## src/logic/istc_defines.vh

```
// Register map, field positions and reset values of the fill/tx/irq status block
`ifndef ISTC_DEFINES_VH
`define ISTC_DEFINES_VH
`define ISTC_ADDR_CTRL      8'h0e
`define ISTC_ADDR_LEVEL     8'h0f
`define ISTC_ADDR_MODE      8'h10
`define ISTC_ADDR_IRQ_STAT  8'h11
`define ISTC_ADDR_IRQ_MASK  8'h12
`define ISTC_ADDR_OVR       8'h13
`define ISTC_ADDR_FILLSET   8'h14
`define ISTC_ADDR_STRENGTH  8'h15
`define ISTC_BIT_FILL_SEL   7
`define ISTC_BIT_FILL_CTL   6
`define ISTC_BIT_TX_DONE    5
`define ISTC_BIT_TX_SEL     4
`define ISTC_BIT_STR_EN     3
`define ISTC_BIT_STR_FLAG   2
`define ISTC_BIT_LOCK_FLAG  1
`define ISTC_BIT_LOCK_PIN   0
`define ISTC_CTRL_RESET     8'h01
`define ISTC_LEVEL_RESET    8'h00
`define ISTC_MODE_RESET     2'h0
`define ISTC_MODE_CONT      2'h0
`define ISTC_MODE_BUF       2'h1
`define ISTC_MASK_RESET     8'h00
`define ISTC_FILLSET_RESET  8'h20
`define ISTC_EV_TX_DONE     0
`define ISTC_EV_STRENGTH    1
`define ISTC_EV_LOCK        2
`define ISTC_EV_OVERRUN     3
`define ISTC_EV_SYNC        4
`endif

```

## src/logic/istc_top.v

```verilog
// Fill-start, tx-start, signal-strength and lock status/control block
//
// The strobed register port was chosen for this implementation.
`timescale 1ns/10ps
`default_nettype none
`include "istc_defines.vh"
module istc_top #(
   parameter CW = 7
) (
   input  wire          mclk,
   input  wire          rst,
   input  wire [7:0]    addr,
   input  wire [7:0]    wdata,
   input  wire          wr,
   input  wire          rd,
   output reg  [7:0]    rdata,
   input  wire          sync_det,
   input  wire          fifo_full,
   input  wire          fifo_empty,
   input  wire [CW-1:0] fifo_count,
   input  wire          fifo_overrun,
   input  wire          tx_last_bit,
   input  wire [7:0]    strength_val,
   input  wire          pll_lock,
   output reg           fill_en,
   output reg           fifo_flush,
   output reg           tx_start,
   output reg           irq0,
   output reg           lock_pin_o,
   output reg           lock_pin_oe,
   output reg           irq
);
   ////////////////////////////////////////////////////////////////////////
   // Sync, lock, last-bit and overrun pin inputs pass two flops before use
   wire       sync_s;
   wire       lock_s;
   wire       last_s;
   wire       ovr_s;
   istc_sync2 #(.W(4)) u_sync (
      .mclk (mclk),
      .rst  (rst),
      .d    ({sync_det, pll_lock, tx_last_bit, fifo_overrun}),
      .q    ({sync_s, lock_s, last_s, ovr_s})
   );
   ////////////////////////////////////////////////////////////////////////
   // Registers
   reg        fill_sel_r;
   reg        fill_ctl_r;
   reg        tx_done_r;
   reg        tx_sel_r;
   reg        str_en_r;
   reg        str_flag_r;
   reg        lock_flag_r;
   reg        lock_pin_en_r;
   reg [7:0]  level_r;
   reg [1:0]  mode_r;
   reg [7:0]  mask_r;
   reg [7:0]  fillset_r;
   reg        ovr_flag_r;
   reg        sync_d_r;
   reg        lock_d_r;
   reg        last_d_r;
   reg        ovr_d_r;
   reg        above_d_r;
   wire       wr_ctrl = wr && (addr == `ISTC_ADDR_CTRL);
   wire       buffered = (mode_r == `ISTC_MODE_BUF);
   wire       packet = mode_r[1];
   wire       above = (strength_val > level_r);
   wire       sync_rise = sync_s && !sync_d_r;
   wire       lock_rise = lock_s && !lock_d_r;
   wire       last_rise = last_s && !last_d_r;
   wire       ovr_rise = ovr_s && !ovr_d_r;
   // Event on the flag's own rise, so enabling while above still reports it
   wire       above_rise = above && str_en_r && !above_d_r;
   wire [4:0] ev_q;
   wire [4:0] ev_clr;
   // Events for the interrupt status bank
   wire [4:0] ev_set = {sync_rise, ovr_rise, lock_rise, above_rise, last_rise};
   assign ev_clr = (rd && (addr == `ISTC_ADDR_IRQ_STAT)) ? 5'h1f : 5'h00;
   istc_sticky #(.N(5)) u_irq (
      .mclk (mclk),
      .rst  (rst),
      .set  (ev_set),
      .clr  (ev_clr),
      .q    (ev_q)
   );
   // Edge detect history
   always @(posedge mclk) begin
      if (rst) begin
         sync_d_r  <= 1'b0;
         lock_d_r  <= 1'b0;
         last_d_r  <= 1'b0;
         ovr_d_r   <= 1'b0;
         above_d_r <= 1'b0;
      end else begin
         sync_d_r  <= sync_s;
         lock_d_r  <= lock_s;
         last_d_r  <= last_s;
         ovr_d_r   <= ovr_s;
         above_d_r <= above && str_en_r;
      end
   end
   ////////////////////////////////////////////////////////////////////////
   // Plain configuration registers
   always @(posedge mclk) begin
      if (rst) begin
         fill_sel_r    <= 1'b0;
         tx_sel_r      <= 1'b0;
         str_en_r      <= 1'b0;
         lock_pin_en_r <= 1'b1;
         level_r       <= `ISTC_LEVEL_RESET;
         mode_r        <= `ISTC_MODE_RESET;
         mask_r        <= `ISTC_MASK_RESET;
         fillset_r     <= `ISTC_FILLSET_RESET;
      end else if (wr) begin
         case (addr)
            `ISTC_ADDR_CTRL: begin
               fill_sel_r    <= wdata[`ISTC_BIT_FILL_SEL];
               tx_sel_r      <= wdata[`ISTC_BIT_TX_SEL];
               str_en_r      <= wdata[`ISTC_BIT_STR_EN];
               lock_pin_en_r <= wdata[`ISTC_BIT_LOCK_PIN];
            end
            `ISTC_ADDR_LEVEL:   level_r   <= wdata;
            `ISTC_ADDR_MODE:    mode_r    <= wdata[1:0];
            `ISTC_ADDR_IRQ_MASK: mask_r   <= wdata;
            `ISTC_ADDR_FILLSET: fillset_r <= wdata;
            default: ;
         endcase
      end
   end
   ////////////////////////////////////////////////////////////////////////
   // Fill control: auto on sync or manual
   always @(posedge mclk) begin
      if (rst) begin
         fill_ctl_r <= 1'b0;
      end else if (wr_ctrl && wdata[`ISTC_BIT_FILL_SEL]) begin
         // manual start and stop, also on the write that selects manual
         fill_ctl_r <= wdata[`ISTC_BIT_FILL_CTL];
      end else if (fill_sel_r) begin
         // Leaving manual mode keeps the bit until the next rearm
         fill_ctl_r <= fill_ctl_r;
      end else if (sync_rise && buffered) begin
         fill_ctl_r <= 1'b1;
      end else if (wr_ctrl && wdata[`ISTC_BIT_FILL_CTL] && !ovr_flag_r) begin
         fill_ctl_r <= 1'b0;
      end
   end
   ////////////////////////////////////////////////////////////////////////
   // Hardware-set flags; sets beat clears
   always @(posedge mclk) begin
      if (rst) begin
         tx_done_r   <= 1'b0;
         str_flag_r  <= 1'b0;
         lock_flag_r <= 1'b0;
         ovr_flag_r  <= 1'b0;
      end else begin
         // done on last bit out, cleared when tx restarts
         if (last_rise) begin
            tx_done_r <= 1'b1;
         end else if (tx_start && !fifo_empty) begin
            tx_done_r <= 1'b0;
         end
         // set above level, stays until 1 written
         if (above && str_en_r) begin
            str_flag_r <= 1'b1;
         end else if (wr_ctrl && wdata[`ISTC_BIT_STR_FLAG]) begin
            str_flag_r <= 1'b0;
         end
         // lock flag, sticky until 1 written
         if (lock_rise) begin
            lock_flag_r <= 1'b1;
         end else if (wr_ctrl && wdata[`ISTC_BIT_LOCK_FLAG]) begin
            lock_flag_r <= 1'b0;
         end
         if (ovr_rise) begin
            ovr_flag_r <= 1'b1;
         end else if (wr && (addr == `ISTC_ADDR_OVR) && wdata[0]) begin
            ovr_flag_r <= 1'b0;
         end
      end
   end
   ////////////////////////////////////////////////////////////////////////
   // Tx start condition and irq0 source
   reg tx_go;
   reg irq0_nxt;
   always @* begin
      tx_go    = 1'b0;
      irq0_nxt = 1'b0;
      if (tx_sel_r && (buffered || packet)) begin
         tx_go    = !fifo_empty;
         irq0_nxt = !fifo_empty;
      end else if (buffered) begin
         tx_go    = fifo_full;
         irq0_nxt = !fifo_empty;
      end else if (packet) begin
         tx_go    = ({1'b0, fifo_count} >= {1'b0, fillset_r[CW-1:0]});
         irq0_nxt = tx_go;
      end
   end
   ////////////////////////////////////////////////////////////////////////
   // Registered outputs
   always @(posedge mclk) begin
      if (rst) begin
         fill_en     <= 1'b0;
         fifo_flush  <= 1'b0;
         tx_start    <= 1'b0;
         irq0        <= 1'b0;
         lock_pin_o  <= 1'b0;
         lock_pin_oe <= 1'b0;
         irq         <= 1'b0;
      end else begin
         // fill only applies in buffered mode
         fill_en     <= fill_ctl_r && buffered && !ovr_flag_r;
         fifo_flush  <= wr && (addr == `ISTC_ADDR_OVR) && wdata[0];
         tx_start    <= tx_go;
         irq0        <= irq0_nxt;
         // drive lock state only when enabled
         lock_pin_o  <= lock_s;
         lock_pin_oe <= lock_pin_en_r;
         irq         <= |(ev_q & mask_r[4:0]);
      end
   end
   ////////////////////////////////////////////////////////////////////////
   // Read data, one cycle after the strobe
   reg [7:0] rd_nxt;
   always @* begin
      rd_nxt = 8'h00;
      case (addr)
         // fill bit reads back live state
         `ISTC_ADDR_CTRL:     rd_nxt = {fill_sel_r, fill_ctl_r, tx_done_r, tx_sel_r,
                                       str_en_r, str_flag_r, lock_flag_r, lock_pin_en_r};
         `ISTC_ADDR_LEVEL:    rd_nxt = level_r;
         `ISTC_ADDR_MODE:     rd_nxt = {6'h00, mode_r};
         `ISTC_ADDR_IRQ_STAT: rd_nxt = {3'h0, ev_q};
         `ISTC_ADDR_IRQ_MASK: rd_nxt = mask_r;
         `ISTC_ADDR_OVR:      rd_nxt = {7'h00, ovr_flag_r};
         `ISTC_ADDR_FILLSET:  rd_nxt = fillset_r;
         `ISTC_ADDR_STRENGTH: rd_nxt = strength_val;
         default:             rd_nxt = 8'h00;
      endcase
   end
   always @(posedge mclk) begin
      if (rst) begin
         rdata <= 8'h00;
      end else if (rd) begin
         rdata <= rd_nxt;
      end else begin
         rdata <= 8'h00;
      end
   end
endmodule // istc_top
`default_nettype wire

```

## src/logic/istc_sync2.v

```verilog
// Two-flop synchroniser, one per bit
`timescale 1ns/10ps
`default_nettype none
module istc_sync2 #(
   parameter W = 1
) (
   input  wire         mclk,
   input  wire         rst,
   input  wire [W-1:0] d,
   output wire [W-1:0] q
);
   reg [W-1:0] s1_r;
   reg [W-1:0] s2_r;
   // First stage feeds only the second stage
   always @(posedge mclk) begin
      if (rst) begin
         s1_r <= {W{1'b0}};
         s2_r <= {W{1'b0}};
      end else begin
         s1_r <= d;
         s2_r <= s1_r;
      end
   end
   assign q = s2_r;
endmodule // istc_sync2
`default_nettype wire

```

## src/logic/istc_sticky.v

```verilog
// Bank of sticky event bits, set wins over clear
`timescale 1ns/10ps
`default_nettype none
module istc_sticky #(
   parameter N = 5
) (
   input  wire         mclk,
   input  wire         rst,
   input  wire [N-1:0] set,
   input  wire [N-1:0] clr,
   output wire [N-1:0] q
);
   reg [N-1:0] q_r;
   genvar i;
   generate
      for (i = 0; i < N; i = i + 1) begin : g_bit
         // A set arriving with a clear survives
         always @(posedge mclk) begin
            if (rst) begin
               q_r[i] <= 1'b0;
            end else if (set[i]) begin
               q_r[i] <= 1'b1;
            end else if (clr[i]) begin
               q_r[i] <= 1'b0;
            end
         end
      end
   endgenerate
   assign q = q_r;
endmodule // istc_sticky
`default_nettype wire

```

## config.mk

```make
export PLATFORM = sky130hd
export DESIGN_NAME = istc_top
export DESIGN_NICKNAME = d
export VERILOG_FILES = /design/src/logic/istc_top.v /design/src/logic/istc_sync2.v /design/src/logic/istc_sticky.v
export VERILOG_INCLUDE_DIRS = /design/src /design/src/logic
export SDC_FILE = /design/constraint.sdc
export NUM_CORES = 1
export LEC_CHECK = 0
export BUFFER_PORTS_ARGS = -buffer_cell sky130_fd_sc_hd__buf_2
export CORE_MARGIN = 1
export CORE_UTILIZATION = 55
export CTS_BUF_LIST = sky130_fd_sc_hd__clkbuf_16
export CTS_CLUSTER_SIZE = 16
export DETAILED_ROUTE_END_ITERATION = 8
export PLACE_DENSITY_LB_ADDON = 0.3
export SLEW_MARGIN = 0
export SYNTH_ARGS = -nofsm -noshare
export SYNTH_HDL_FRONTEND = slang
export SYNTH_SLANG_ARGS = --single-unit
export TNS_END_PERCENT = 10
```

## constraint.sdc

```tcl
create_clock -name mclk -period 2.7 [get_ports mclk]
set_input_delay 0.675 -clock mclk [delete_from_list [all_inputs] [get_ports mclk]]
set_output_delay 0.675 -clock mclk [all_outputs]
set_load 0.02 [all_outputs]
```

==> summary.txt <==
Crit. End Element - flip-flop
Cell variety after synth - 47
Seq/Total Area, Yosys - 42.4%
# resized after CTS - 0
Global Route met1 Usage - 33.7%
Number of synthesized register bits - 67
Core footprint - 0.00551 mm2
Worst skew pair latency - 0.33 ns
Number of synthesized flops with an enable pin - 0
Vias in the first global route - 2,496
Hold Slack - 0.438 ns
Routed length per instance - 16.6 um
Clk root buf - clkbuf_16
Post-Synthesis Cell Area - 0.00316 mm2
Pwr dens - 651 mW/mm2
Clk_skew - 0.00499 ns
Fmax achieved - 468 MHz
Die Span X - 77.8 um
Worst Tran Pin Value - 0.785 ns
GR Layer Usage met3 - 6.24%
Vias/cell - 5.82
Fin util - 69.4%
Die span in y - 77.8 um
CTS Hold Bufs - 0
Die Area - 0.00605 mm2
Port buffer count - 55
GR peak layer - met2
Setup Buffers After CTS - 0
Final Max Tran Viols - 0
Final cell count without fillers - 471
IO Pins - 56
Main synth FF type - dfxtp_1
Leak - 1.70 nW
First-pass GRT wire length - 12.3 mm
H-tree levels - 3
Detail Route Antenna Nets - 0
Inserted Clock Buffers - 9
Crit path DAT - 2.36 ns
Rows - 27
Final Cell Area - 0.00382 mm2
Largest net degree at the start of global routing - 56
Post-DP HPWL - 5.56 mm
Fin. Hold Viols - 0
Max rail drop VDD - 0.490 mV
Iteration-0 DRC Markers - 235
Met2 usage - 43.2%
Crit Path Class - in2reg
WL final - 7.80 mm
Grt total ovfl - 0
Final GP Congestion - 0.860
Ys async rst share - 0%
Layout cell share with drive strength beyond 1 - 21.8%
First-pass DRT Iterations - 6
Fin Setup TNS - 0 ns
Layout area overhead - 21.0%
Crit path max fanout - 6
Placed cell area - 0.00348 mm2
Final period util - 79.1%
Max-cap violations - 0
# placed instances - 455
Via Count - 2,742
Min-delay worst type - reg2reg
Commonest non-fill, non-tap cell in the layout - dfxtp_1
Longest Clk Path Bufs - 2
Clock slew at reported path FFs - 0.05 ns
Initial core utilization - 57.4%
DR DRC count - 0
Tot GR Track Use - 27.0%
RSZ-0062 raised after global routing - no
Crit path required time - 2.92 ns
Fillers - 417
Mapped Cells - 339
Syn_area_per_cell - 9.32 um2
Crit path launch type - input port
Ant. Diodes - 0
CTS tree - yes
Status - finished, final reports clean
Synth warnings - 0
Commonest non-fill, non-tap cells in the layout - dfxtp_1 (67), buf_2 (55), nor2_1 (38)
Mapped Nets - 395
Initial antenna violation count - 0
Num Clock Sinks - 67
Min Clock Period, post-route - 2.14 ns
Rel. slew slack - 47.6%
Final setup violation count - 0
Final net count - 450
[worst max-delay path, stage by stage]
cell and delay (ns):
buf_2 0.10, or3_1 0.54, nor3_4 0.39, nand3_1 0.31, a32o_1 0.34
[final timing paths]
| kind | from | to | slack [ns] | depth (start not counted) |
|---|---|---|---|---|
| hold / removal | u_sync.s1_r[0]$_SDFF_PP0_ | u_sync.q[0]$_SDFF_PP0_ | 0.44 | 1 |
| hold reg to reg | u_sync.s1_r[0]$_SDFF_PP0_ | u_sync.q[0]$_SDFF_PP0_ | 0.44 | 1 |
| setup / recovery | addr[7] | u_irq.q[1]$_SDFFE_PP0P_ | 0.56 | 5 |
| setup reg to reg | fillset_r[4]$_SDFFE_PP0P_ | irq0$_SDFF_PP0_ | 0.80 | 7 |
[metrics by stage]
step,total power [mW],setup slack [ns]
floorplan,1.12,0.627
global placement,1.18,0.286
detailed placement,1.18,0.279
CTS,2.50,0.616
global route,2.56,0.513
finish,2.49,0.564
[cell usage after synthesis, types with 2 or more instances]
master	instances	area (um2)
a211oi_1	2	15.0
a21o_1	2	15.0
a21oi_1	27	135
a22o_1	4	35.0
a31oi_1	3	18.8
a32o_1	2	20.0
a32oi_1	2	17.5
buf_2	2	10.0
clkbuf_1	10	37.5
dfxtp_1	67	1340
ha_1	15	188
inv_1	20	75.1
mux2_2	4	45.0
mux2i_1	35	350
nand2_1	22	82.6
nand2b_1	7	43.8
nand3_1	8	40.0
nand3_4	2	35.0
nand3b_1	2	15.0
nand4_1	3	18.8
nor2_1	38	143
nor2b_1	17	106
nor3_1	6	30.0
nor3_4	3	48.8
nor4b_1	2	17.5
o21ai_0	12	60.1
or3_1	2	12.5
[final cells by class]
| class | instances | area [um2] | area share (%) |
|---|---|---|---|
| inverter | 20 | 75.1 | 1.96 |
| timing repair buffer | 57 | 290 | 7.59 |
| multi-input combinational | 239 | 1690 | 44.1 |
| clock inverter | 7 | 116 | 3.04 |
| tap | 72 | 90.1 | 2.36 |
| clock buffer | 9 | 225 | 5.89 |
| sequential | 67 | 1340 | 35.1 |
[metal layers]
metal,routed length (um),share of wire (%)
met2,3500,45
met3,567,7.3
met5,0,0
met1,3410,44
met4,318,4.1
[logic make-up after synthesis]
logic type / share of synthesized area [%]
muxes: 13.2
and+or+nand+nor: 21.5
buffers and inverters: 4.24
AOI/OAI and AO/OA: 12.7
adders and majority gates: 5.94
DFF: 42.4
[registers in the layout (all words and copies together) (netlist names), 2 cells and up]
name	flops
fillset_r	8
level_r	8
mask_r	8
rdata	8
u_irq.q	5
u_sync.q	4
u_sync.s1_r	4
mode_r	2
[report_power, final]
part / leakage, nW / internal, mW / switching [mW] / total (mW)
Combinational: 0.985 / 0.0596 / 0.0944 / 0.154
Sequential: 0.543 / 1.00 / 0.00830 / 1.01
Clock: 0.167 / 0.899 / 0.425 / 1.32
Total: 1.70 / 1.96 / 0.528 / 2.49
(Power assumes the default switching activity.)
